### src/rtl/oto_consts.svh
// constants of the output test and override logic
//
// Notes on behaviour
// - disarm needs unlatched, no hold, control, command
// - latched or holding contacts refuse disarm
// - disarm permanent or timed, timed ends normally
// - zone interlock and supervision never disarmed
// - force permanent or timed, timed ends normally
// - group force beats single force
// - disarmed contact ignores force commands
// - force acts only when armed and commanded
// - supervision drop lasts five seconds, then restores
// - forced supervision drop logs no message
// - trip force asserts trip command output
// - maintenance state kept nonvolatile, restored
// - manual maintenance only from local panel
// - source change refused while activation asserted
// - complementary maintenance active/inactive outputs
// - green only after boot with protection running
// - service menu request triggers reboot
// - flag calculated versus configured phase sequence
`ifndef OTO_CONSTS_SVH
`define OTO_CONSTS_SVH

// ----------------------------------------
// structure
// ----------------------------------------
`define OTO_NGRP 2
`define OTO_NOUT 8
`define OTO_TW 8

// ----------------------------------------
// timing
// ----------------------------------------
`define OTO_CLK_HZ 125000000
`define OTO_SEC_CYCLES (`OTO_CLK_HZ * 1)
`define OTO_SC_DROP_S 8'h05

// ----------------------------------------
// reset values
// ----------------------------------------
`define OTO_OUT_RST 1'b0
`define OTO_MAINT_RST 1'b0

`endif

### src/rtl/oto_pkg.sv
// types shared by the output test and override logic
`include "oto_consts.svh"

package oto_pkg;

  // per assembly group service commands; *_cmd fields are one-cycle pulses
  typedef struct packed {
    logic disarm_ctrl;
    logic disarm_cmd;
    logic disarm_timed;
    logic rearm_cmd;
    logic force_all_cmd;
    logic force_all_val;
    logic [`OTO_NOUT-1:0] single_force_cmd;
    logic [`OTO_NOUT-1:0] single_force_val;
    logic force_timed;
    logic force_release;
  } oto_grp_cmd_t;

  // maintenance mode activation sources
  typedef enum logic [2:0] {
    OTO_SRC_MANUAL = 3'b001,
    OTO_SRC_COMM = 3'b010,
    OTO_SRC_DI = 3'b100
  } oto_src_t;

  // maintenance mode operator inputs
  typedef struct packed {
    logic manual_on;
    logic manual_off;
    logic from_panel;
    logic comm_active;
    logic src_change;
    logic [2:0] src_new;
  } oto_maint_cmd_t;

  // general status inputs
  typedef struct packed {
    logic boot_done;
    logic prot_running;
    logic reboot_req;
    logic [1:0] phase_seq_calc;
    logic [1:0] phase_seq_set;
  } oto_sys_in_t;

endpackage : oto_pkg

### src/rtl/oto_timer.sv
// whole-second countdown timer used for timed disarm, timed force and supervision drop
`timescale 1ns/1ns
`include "oto_consts.svh"

module oto_timer #(
  parameter int unsigned SEC_CYCLES = `OTO_SEC_CYCLES
) (
  input wire logic core_clk,
  input wire logic rst,
  input wire logic start,
  input wire logic stop,
  input wire logic [`OTO_TW-1:0] load,
  output logic running,
  output logic expire
);
  import oto_pkg::*;

  logic [`OTO_TW-1:0] count;
  logic [31:0] sub;
  logic sec_wrap;

  assign sec_wrap = (sub == SEC_CYCLES - 1);

  // prescaler restarts with every start so the run is exact to the cycle
  always_ff @(posedge core_clk or posedge rst) begin
    if (rst) begin
      sub <= 32'h0000_0000;
    end else if (start || !running || sec_wrap) begin
      sub <= 32'h0000_0000;
    end else begin
      sub <= sub + 32'h0000_0001;
    end
  end

  // seconds remaining; stop wins over a running count
  always_ff @(posedge core_clk or posedge rst) begin
    if (rst) begin
      count <= '0;
    end else if (stop) begin
      count <= '0;
    end else if (start) begin
      count <= load;
    end else if (running && sec_wrap) begin
      count <= count - `OTO_TW'(1);
    end
  end

  assign running = (count != '0);

  // a zero load ends at once so a timed mode never sticks
  always_comb begin
    expire = 1'b0;
    if (!stop && start && load == '0) begin
      expire = 1'b1;
    end else if (!stop && !start && running && sec_wrap && count == `OTO_TW'(1)) begin
      expire = 1'b1;
    end
  end

endmodule : oto_timer

### src/rtl/oto_override.sv
// service override logic: disarm, force, trip force, supervision drop, maintenance mode
`timescale 1ns/1ns
`include "oto_consts.svh"

module oto_override #(
  parameter int unsigned SEC_CYCLES = `OTO_SEC_CYCLES
) (
  input wire logic core_clk,
  input wire logic rst,
  // normal protection logic, same clock
  input wire logic [`OTO_NGRP-1:0][`OTO_NOUT-1:0] prot_out,
  input wire logic [`OTO_NGRP-1:0][`OTO_NOUT-1:0] latched,
  input wire logic [`OTO_NGRP-1:0][`OTO_NOUT-1:0] hold_running,
  input wire logic zone_interlock_in,
  input wire logic prot_trip,
  input wire logic selfsup_fault,
  // operator commands
  input wire oto_pkg::oto_grp_cmd_t [`OTO_NGRP-1:0] grp_cmd,
  input wire logic [`OTO_TW-1:0] disarm_time_s,
  input wire logic [`OTO_TW-1:0] force_time_s,
  input wire logic trip_force,
  input wire logic supervision_drop_request,
  input wire oto_pkg::oto_maint_cmd_t maint_cmd,
  input wire logic maint_di_pin,
  input wire oto_pkg::oto_sys_in_t sys_in,
  // nonvolatile store of the maintenance state
  input wire logic nv_valid,
  input wire logic nv_maint,
  output logic nv_write,
  output logic nv_data,
  // contacts and status
  output logic [`OTO_NGRP-1:0][`OTO_NOUT-1:0] contact_out,
  output logic [`OTO_NGRP-1:0][`OTO_NOUT-1:0] contact_disarmed,
  output logic [`OTO_NGRP-1:0][`OTO_NOUT-1:0] contact_forced,
  output logic zone_interlock_out,
  output logic self_supervision_contact,
  output logic selfsup_log_event,
  output logic trip_cmd,
  output logic maint_active,
  output logic maint_inactive,
  output logic [2:0] maint_src,
  output logic src_change_refused,
  output logic led_green,
  output logic led_fault,
  output logic reboot,
  output logic phase_seq_mismatch,
  output logic phase_seq_match
);
  import oto_pkg::*;

  // what each contact does:
  //   disarmed  -> contact held open, force commands ignored
  //   forced    -> contact shows the stored force value
  //   otherwise -> contact follows the protection logic
  // every contact output leaves through one register stage,
  // so a timed end shows the protection value one edge later.
  // the zone interlock and supervision paths never read the
  // disarm state, which keeps them outside any disarm or force action.

  // ----------------------------------------
  // per group disarm and force
  // ----------------------------------------
  logic [`OTO_NGRP-1:0][`OTO_NOUT-1:0] disarmed;
  logic [`OTO_NGRP-1:0][`OTO_NOUT-1:0] forced;
  logic [`OTO_NGRP-1:0][`OTO_NOUT-1:0] force_val;
  logic [`OTO_NGRP-1:0] grp_forced;
  logic [`OTO_NGRP-1:0][`OTO_NOUT-1:0] next_out;

  // one slice per assembly group; each slice owns its disarm
  // timer and its force timer, so groups never share a countdown
  genvar g;
  generate
    for (g = 0; g < `OTO_NGRP; g = g + 1) begin : grp
      logic dis_go;
      logic dis_end;
      logic dis_expire;
      logic [`OTO_NOUT-1:0] eligible;
      logic frc_go;
      logic frc_expire;
      logic [`OTO_NOUT-1:0] single_go;

      // a contact may only go disarmed while unlatched and not holding
      assign dis_go = grp_cmd[g].disarm_cmd & grp_cmd[g].disarm_ctrl;
      assign eligible = ~latched[g] & ~hold_running[g];
      // control dropped or rearm ends a disarm of either kind
      assign dis_end = ~grp_cmd[g].disarm_ctrl | grp_cmd[g].rearm_cmd;

      // timed disarm; a permanent disarm cancels a running timer
      // a new timed disarm restarts the count from the full load
      oto_timer #(
        .SEC_CYCLES(SEC_CYCLES)
      ) u_dis_tmr (
        .core_clk(core_clk),
        .rst(rst),
        .start(dis_go & grp_cmd[g].disarm_timed),
        .stop(dis_end | (dis_go & ~grp_cmd[g].disarm_timed)),
        .load(disarm_time_s),
        .running(),
        .expire(dis_expire)
      );

      // disarm state; refused contacts simply stay armed
      // the end of a disarm is checked first: a zero timed load
      // expires in the very cycle it starts and must not stick
      // eligibility is sampled only at the command edge; a contact
      // that latches later stays disarmed until the disarm ends
      always_ff @(posedge core_clk or posedge rst) begin
        if (rst) begin
          disarmed[g] <= '0;
        end else if (dis_end || dis_expire) begin
          disarmed[g] <= '0;
        end else if (dis_go) begin
          disarmed[g] <= disarmed[g] | eligible;
        end
      end

      // force requests take only armed contacts
      // single_go stays empty while a group force holds the group
      assign frc_go = grp_cmd[g].force_all_cmd | (|single_go);
      assign single_go = grp_forced[g] ? '0 : (grp_cmd[g].single_force_cmd & ~disarmed[g]);

      oto_timer #(
        .SEC_CYCLES(SEC_CYCLES)
      ) u_frc_tmr (
        .core_clk(core_clk),
        .rst(rst),
        .start(frc_go & grp_cmd[g].force_timed),
        .stop(grp_cmd[g].force_release | (frc_go & ~grp_cmd[g].force_timed)),
        .load(force_time_s),
        .running(),
        .expire(frc_expire)
      );

      // force state; the group force overrides any single force in the group
      // release and expiry win over a new command in the same cycle,
      // so a zero timed load never leaves a contact forced
      // a single force inside a held group force is dropped, not queued
      always_ff @(posedge core_clk or posedge rst) begin
        if (rst) begin
          forced[g] <= '0;
          force_val[g] <= '0;
          grp_forced[g] <= 1'b0;
        end else if (grp_cmd[g].force_release || frc_expire) begin
          forced[g] <= '0;
          grp_forced[g] <= 1'b0;
        end else if (grp_cmd[g].force_all_cmd) begin
          forced[g] <= ~disarmed[g];
          force_val[g] <= {`OTO_NOUT{grp_cmd[g].force_all_val}};
          grp_forced[g] <= 1'b1;
        end else if (|single_go) begin
          forced[g] <= forced[g] | single_go;
          force_val[g] <= (force_val[g] & ~single_go) | (grp_cmd[g].single_force_val & single_go);
        end
      end

      // disarmed dominates, then force, then normal protection value
      always_comb begin
        next_out[g] = (forced[g] & ~disarmed[g] & force_val[g])
                    | (~forced[g] & ~disarmed[g] & prot_out[g]);
      end
    end
  endgenerate

  // contact drivers, one register stage
  // the forced status masks disarmed bits so it never shows a
  // force that the contact cannot carry out
  always_ff @(posedge core_clk or posedge rst) begin
    if (rst) begin
      contact_out <= '0;
      contact_disarmed <= '0;
      contact_forced <= '0;
    end else begin
      contact_out <= next_out;
      contact_disarmed <= disarmed;
      contact_forced <= forced & ~disarmed;
    end
  end

  // ----------------------------------------
  // zone interlock, trip force, supervision contact
  // ----------------------------------------
  logic sc_dropping;
  logic sc_expire;

  // fixed drop interval, restarted by a repeated request
  // the request itself also clears the contact, so the contact
  // opens on the edge that takes the request, the same edge on which
  // the timer starts to report running
  // limitation: a repeated request restarts the full interval
  oto_timer #(
    .SEC_CYCLES(SEC_CYCLES)
  ) u_sc_tmr (
    .core_clk(core_clk),
    .rst(rst),
    .start(supervision_drop_request),
    .stop(1'b0),
    .load(`OTO_SC_DROP_S),
    .running(sc_dropping),
    .expire(sc_expire)
  );

  // interlock and supervision bypass every disarm path by construction
  always_ff @(posedge core_clk or posedge rst) begin
    if (rst) begin
      zone_interlock_out <= `OTO_OUT_RST;
      self_supervision_contact <= `OTO_OUT_RST;
      selfsup_log_event <= 1'b0;
      trip_cmd <= `OTO_OUT_RST;
    end else begin
      zone_interlock_out <= zone_interlock_in;
      // energized means healthy; the forced drop de-energizes it
      self_supervision_contact <= sys_in.boot_done & ~selfsup_fault
                                & ~sc_dropping & ~supervision_drop_request;
      // the forced drop is not a fault, so it never reaches the log
      selfsup_log_event <= selfsup_fault;
      trip_cmd <= prot_trip | trip_force;
    end
  end

  // ----------------------------------------
  // maintenance mode
  // ----------------------------------------
  logic di_meta;
  logic di_sync;
  logic manual_state;
  logic src_signal;
  logic next_maint;
  logic nv_loaded;
  oto_src_t src;

  // the maintenance state waits for the stored copy until the store
  // reports valid; before that the outputs keep their reset values,
  // so downstream setting-group logic never sees a false change
  // hazard: the digital input is asynchronous, so only the second
  // synchroniser stage feeds the source multiplexer
  // the digital input comes from a pin; two stages before use
  always_ff @(posedge core_clk or posedge rst) begin
    if (rst) begin
      di_meta <= 1'b0;
      di_sync <= 1'b0;
    end else begin
      di_meta <= maint_di_pin;
      di_sync <= di_meta;
    end
  end

  // manual switch only honoured from the local panel
  always_ff @(posedge core_clk or posedge rst) begin
    if (rst) begin
      manual_state <= `OTO_MAINT_RST;
    end else if (!nv_loaded && nv_valid) begin
      manual_state <= nv_maint;
    end else if (maint_cmd.from_panel && maint_cmd.manual_on) begin
      manual_state <= 1'b1;
    end else if (maint_cmd.from_panel && maint_cmd.manual_off) begin
      manual_state <= 1'b0;
    end
  end

  // activation signal of the currently selected source
  always_comb begin
    case (src)
      OTO_SRC_MANUAL: src_signal = manual_state;
      OTO_SRC_COMM: src_signal = maint_cmd.comm_active;
      OTO_SRC_DI: src_signal = di_sync;
      default: src_signal = 1'b0;
    endcase
  end

  // source selection; a change is refused while the activation is asserted
  // a code that is not one-hot is refused like a blocked change,
  // so the selector can never leave the three legal sources
  always_ff @(posedge core_clk or posedge rst) begin
    if (rst) begin
      src <= OTO_SRC_MANUAL;
      src_change_refused <= 1'b0;
    end else begin
      src_change_refused <= 1'b0;
      if (maint_cmd.src_change) begin
        if (src_signal) begin
          src_change_refused <= 1'b1;
        end else if (maint_cmd.src_new == OTO_SRC_MANUAL || maint_cmd.src_new == OTO_SRC_COMM
                     || maint_cmd.src_new == OTO_SRC_DI) begin
          src <= oto_src_t'(maint_cmd.src_new);
        end else begin
          src_change_refused <= 1'b1; // not a one-hot code
        end
      end
    end
  end

  assign maint_src = src;

  // until the stored state is back the restored value rules
  assign next_maint = (!nv_loaded && nv_valid) ? nv_maint : src_signal;

  // maintenance state and the write-back to the nonvolatile store
  // nv_write is a one-cycle pulse; the store must take it on that edge
  always_ff @(posedge core_clk or posedge rst) begin
    if (rst) begin
      nv_loaded <= 1'b0;
      maint_active <= `OTO_MAINT_RST;
      maint_inactive <= ~`OTO_MAINT_RST;
      nv_write <= 1'b0;
      nv_data <= `OTO_MAINT_RST;
    end else begin
      if (nv_valid) begin
        nv_loaded <= 1'b1;
      end
      if (nv_loaded || nv_valid) begin
        maint_active <= next_maint;
        maint_inactive <= ~next_maint;
      end
      // write only on a change once the store has been read back
      nv_write <= nv_loaded && (next_maint != maint_active);
      nv_data <= next_maint;
    end
  end

  // ----------------------------------------
  // general status: led, reboot, phase sequence
  // ----------------------------------------
  // all status outputs are registered so that they change together
  // on one edge; after reset the two phase flags are complements,
  // each wanted by a different consumer; reset holds both low
  always_ff @(posedge core_clk or posedge rst) begin
    if (rst) begin
      led_green <= 1'b0;
      led_fault <= 1'b1;
      reboot <= 1'b0;
      phase_seq_mismatch <= 1'b0;
      phase_seq_match <= 1'b0;
    end else begin
      led_green <= sys_in.boot_done & sys_in.prot_running;
      led_fault <= ~(sys_in.boot_done & sys_in.prot_running);
      reboot <= sys_in.reboot_req;
      phase_seq_mismatch <= (sys_in.phase_seq_calc != sys_in.phase_seq_set);
      phase_seq_match <= (sys_in.phase_seq_calc == sys_in.phase_seq_set);
    end
  end

endmodule : oto_override

### config.mk
export PLATFORM = sky130hd
export DESIGN_NAME = oto_override
export DESIGN_NICKNAME = d
export VERILOG_FILES = /design/src/rtl/oto_pkg.sv /design/src/rtl/oto_timer.sv /design/src/rtl/oto_override.sv
export VERILOG_INCLUDE_DIRS = /design/src /design/src/rtl
export SDC_FILE = /design/constraint.sdc
export NUM_CORES = 1
export LEC_CHECK = 0
export ABC_AREA = 1
export ABC_CLOCK_PERIOD_IN_PS = 25700
export BUFFER_PORTS_ARGS = -buffer_cell sky130_fd_sc_hd__buf_2
export CAP_MARGIN = 10
export CORE_ASPECT_RATIO = 0.9
export CORE_MARGIN = 4
export CORE_UTILIZATION = 64
export CTS_CLUSTER_DIAMETER = 50
export DETAILED_ROUTE_END_ITERATION = 8
export GPL_ROUTABILITY_DRIVEN = 1
export PLACE_DENSITY = 0.86
export SLEW_MARGIN = 20
export SYNTH_ARGS = -nofsm -noshare
export SYNTH_HDL_FRONTEND = slang
export SYNTH_SLANG_ARGS = --single-unit
### constraint.sdc
create_clock -name core_clk -period 25.7 [get_ports core_clk]
set_input_delay 0 -clock core_clk [delete_from_list [all_inputs] [get_ports core_clk]]
set_output_delay 0 -clock core_clk [all_outputs]
set_load 0.005 [all_outputs]
; After elaboration in Yosys (flattened, before gate mapping)
; Index checks and enable logic that the tools add are counted.
[word_totals]
output_inout_bits = 65
mem_bits_ro = 0
regBits = 319
word_cells = 289
latchBits = 0
inputBits = 137
ramBits = 0
n_memories = 0
[classes]
n_div = 0
n_lt_le_gt_ge = 0
n_shift = 0
mux = 55
reduce_logical = 90
n_bitwise = 73
n_mul = 0
n_addsub = 10
n_eq_ne = 18
[op_table]
columns = operator, count
row1 = 8-bit 2-to-1 mux, 30
row2 = "32-bit by 1-bit adder with 32-bit output, second input constant", 5
row3 = "32-bit by 27-bit equality test with 1-bit output, second input constant", 5
row4 = 32-bit 2-to-1 mux, 5
row5 = 8-bit AND, 16
row6 = 8-bit inverter, 10
row7 = 8-bit bitwise OR, 8
row8 = 8-bit nonzero test, 5
row9 = "8-bit by 1-bit subtractor with 8-bit output, second input constant", 5
row10 = 1-bit logical AND, 33
row11 = "8-bit by 1-bit equality test with 1-bit output, second input constant", 4
row12 = 3-bit nonzero test, 7
row13 = 1-bit 2-to-1 mux, 19
row14 = 1-bit logical OR, 17
row15 = 16-bit AND, 1
row16 = 8-bit zero test, 2
row17 = 16-bit inverter, 1
row18 = 8-bit OR reduction, 2
row19 = 1-bit AND, 14
row20 = 1-bit zero test, 14
row21 = 1-bit inverter, 14
row22 = 2-bit nonzero test, 7
row23 = 1-bit bitwise OR, 9
row24 = "3-bit by 1-bit equality test with 1-bit output, second input constant", 2
row25 = 8 further kinds, 11

; Depth between registers and ports, before layout
[depth]
depth_word = 17
ltp_mapped = 14
mapped_depth_nobuf = 13

; By module
; A second synthesis with hierarchy kept.
[hier_totals]
hier_cells = 2551
area_unflattened_um2 = 18312.6
[by_module_without_submodules]
columns = module, seq_area_each_um2, area_per_inst_um2, instances, cells_per_inst
row1 = oto_timer, 1001.0, 2682.6, 5, 401
row2 = oto_override, 2981.6, 4899.7, 1, 546

; Worst setup path after synthesis
; No wires, ideal clock.
[synth_path]
path_kind = reg-to-reg
startpoint = reg u_sc_tmr.count[0]
endpoint = reg u_sc_tmr.sub[25]
path_buffers = 1
t_required_ns = 25.579
period_less_slack_ns = 1.759
setup_slack_ns = 23.941
arrival_ns = 1.638
setup_time_ns = 0.121
stages_incl_launch_ff = 12
path_cell_list = dfrtp_1 > inv_1 > ha_1 > inv_1 > or2_2 > nor2_1 > nand2_1 > nor2_1 > nand2_1 > nand3b_1 > buf_2 > nor2_1
[synth_via]
elab_chain_cells = 5
[synth_rtl]
columns = item, line_no
row1 = "start, declared", oto_timer.sv:18  ; logic [`OTO_TW-1:0] count;
row2 = "start signal, assigned", oto_timer.sv:42  ; count <= load;
row3 = "start signal, assigned", oto_timer.sv:44  ; count <= count - `OTO_TW'(1);
row4 = 8-bit nonzero test, oto_timer.sv:48  ; assign running = (count != '0);
row5 = 1-bit zero test, oto_timer.sv:28  ; end else if (start || !running || sec_wrap) begin
row6 = 1-bit logical OR (2 in a row), oto_timer.sv:28
row7 = 32-bit 2-to-1 mux, oto_timer.sv:28
row8 = "end signal, assigned", oto_timer.sv:31  ; sub <= sub + 32'h0000_0001;
row9 = "end, declared", oto_timer.sv:19  ; logic [31:0] sub;
; Every way passes these cells.
; A chain may end at the register's enable or synchronous reset.

==> reports/metrics.cfg <==
[setup_path]
cpLargestDelayFamily = buffers and inverters
crit_path_end_kind = flop
crit_required_ps = 26160
r2r-start = grp_forced[0]
worstPathMaxFanout = 11
critPathKind = flop to flop
cp_slowest_stage_delay_ps = 590
cp.buffers_inverters = 4
startpoint = grp_forced[0]
cp-start-kind = flop
path_cells = nor2_1, nand4_1, dlygate4sd3_1, nand2_1, dlygate4sd3_1, nand2_1, dlygate4sd3_1, o21ai_0, dlygate4sd3_1
crit_top_cell = dlygate4sd3_1
cpMaxStageDelayCell = dlygate4sd3_1
cp.arrival_ps = 4010

[detailed_routing]
vias = 17600
drc = 0
ant_nets = 0
vias_per_cell = 6.06
firstDrtPassIters = 9
drt_iter0_markers = 2131
finalWirelength_um = 55600
routedWlPerCell_um = 19.2

[finish]
final-seq-area_mm2 = 0.00799
layout.nets = 2670
layout_commonest_cell = nand2_1
final_cell_mix = nand2_1, nor2_1, dfrtp_1, inv_1, buf_2
fillers = 1515
area_growth_pct = 24.3
multi_input_area_mm2 = 0.00783
drive_gt1_share_pct = 13.9

[grt]
track_usage_pct = 37.2
grt_pass1_vias = 17800
antenna_found_initial = 5
grt_pass1_wl_um = 89200
gr-total-overflow = 0
grt_max_degree = 106

[sta]
drv_slew = 0
fmax_mhz = 282
skew_ps = 36.5
setup_ws_ps = 22150
hold_violations = 0
fin_crit_ps = 3550
min_period_over_period_pct = 13.8
rsz0062_at_grt = no
fin_setup_tns_ps = 0
worst_slew_pin_slew_ps = 1070
finalSetupViolCount = 0
relSlewSlack_pct = 28.2

[floorplanning]
core_mm2 = 0.0261
die-height_um = 163
initial_core_util_pct = 65.1
ioPinCount = 202
die-width_um = 180
rows = 56
die-area_mm2 = 0.0293

[clocking]
tritoncts = built
clockRootBuffer = clkbuf_16
cts.sinks = 319
clock_latency_ps = 540
htree_levels = 2
path_clk_slew_ps = 80
clock_path_buffers = 3
cts.repair.resized = 0
cts_buffers = 37

[synthesis]
seq_area_frac_synth_pct = 46.9
syn-num-nets = 2298
syn_area_mm2 = 0.0170
ys_async_sr_fraction_pct = 100
avgSynthCellArea_um2 = 7.94
synth_top_flop_cell = dfrtp_1
synth_warnings = 0
synth_cell_types = 53
ys_seq_elements = 319
synth_edf_count = 0
synth_cells = 2143

[power_and_ir_drop]
peakVddDrop_v = 0.0000496
power_density_mw_per_mm2 = 60.4
p_leak_uw = 0.00956

[placement]
pre_cts_ws_ps = 22210
io_buffers = 201
hpwl_um = 31400
place_congestion = 0.991

[outcome]
status = complete, no violations

[hold_path]
hp-class = primary input to flop
holdCritStartpoint = grp_cmd[39]

[job]
maxCapViolCount = 0

-- logic make-up (layout without fill, tap and decap cells) --
kind of cell / after synthesis / in the layout / synth area share (%)
DFF: 319 / 319 / 46.9
buffers and inverters: 303 / 703 / 7.09
xor gates and xnor gates: 110 / 110 / 5.66
adders and majority gates: 18 / 18 / 1.32
other: 0 / 4 / 0
and+or+nand+nor: 1213 / 1213 / 33.0
AOI/OAI and AO/OA: 180 / 180 / 5.96
-- registers in the layout, indices dropped and copies added (netlist names), 2 cells and up, named ones only --
signal / cells
grp.u_dis_tmr.count: 16
contact_forced: 16
grp.u_frc_tmr.count: 16
maint_src: 3
grp_forced: 2
u_sc_tmr.sub: 32
grp.u_frc_tmr.sub: 64
disarmed: 16
u_sc_tmr.count: 8
grp.u_dis_tmr.sub: 64
contact_disarmed: 16
forced: 16
contact_out: 16
-- layout make-up --
type / count / area share (%)
flip-flops and latches: 319 / 37.8
multi-input cells: 1521 / 37.0
repair buffers: 359 / 12.2
clock buffers: 53 / 5.05
inverters: 277 / 4.97
well taps: 348 / 2.06
clock inverters: 14 / 0.840
diodes: 4 / 0.0473
-- metrics by stage --
step	utilization [%]	cell area [um2]	hold WS, ps	instances	total power [uW]
floorplan	-	17000	31.4	2143	647
global placement	70.1	18300	111	2669	688
detailed placement	70.2	18300	112	2670	696
CTS	80.8	21100	3.60	2891	1250
global route	80.9	21100	51.2	2893	1320
finish	80.9	21100	37.6	2895	1280
-- repair_timing --
action	4_1_cts	5_1_grt
hold endpoints to repair	220	0
endpoints found under the setup margin	0	0
setup buffers	0	0
hold buffers	154	0
-- path summary, 6_finish.rpt --
| path | to | slack (ps) | cells after the start |
|---|---|---|---|
| min in group asynchronous | grp[0].u_frc_tmr.sub[0] | 170 | 3 |
| setup / recovery | flop | 22150 | 9 |
| setup reg to reg | flop | 22150 | 9 |
| hold / removal | flop | 40 | 5 |
| hold reg to reg | di_sync | 340 | 0 |
| max in group asynchronous | forced[12] | 22720 | 6 |
-- power breakdown --
part	switching (uW)	total, uW	internal, uW	leakage [uW]
registers	22.2	553	531	0.00427
clock network	225	549	324	0.000600
logic	108	174	66.4	0.00469
-- Yosys cell counts (3+ instances only) --
cell type  instances  area, um2
nand2_1          401       1510
nor2_1           367       1380
dfrtp_1          316       7910
inv_1            267       1000
nor3_1           130        651
nand3_1          123        616
xor2_1            78        683
nand4_1           73        457
o21ai_0           62        310
a21oi_1           51        255
xnor2_1           32        280
o22ai_1           31        194
nor4_1            25        156
ha_1              18        225
nor3_2            16        160
buf_2             14       70.1
nor3b_1           11       82.6
nor2_2            10       62.6
o21ai_1            9       45.0
or2_2              9       56.3
a31oi_1            8       50.1
inv_2              8       30.0
nand2_2            8       50.1
nor2_4             8       90.1
nor3b_2            8        100
o211ai_1           8       60.1
buf_6              4       45.0
clkbuf_1           4       15.0
nand3_2            4       40.0
nand3b_1           4       30.0
and3_1             3       18.8
dfstp_2            3       78.8
nand2_4            3       33.8
o21a_1             3       22.5
-- metal layers --
layer,global-route usage (%),share of wire [%],vias to the layer above
met5,0,0.074,-
met4,23.2,7.4,6
met3,8.49,9.6,375
met2,61.7,47,1277
met1,44.4,36,8173
li1,-,-,7724
-- tightest hold or removal path, delay by kind of cell --
family / cells / cell delay, ps
buf+inv: 1 / 130
simple gates: 4 / 410
Power figures use the tool's default switching activity.
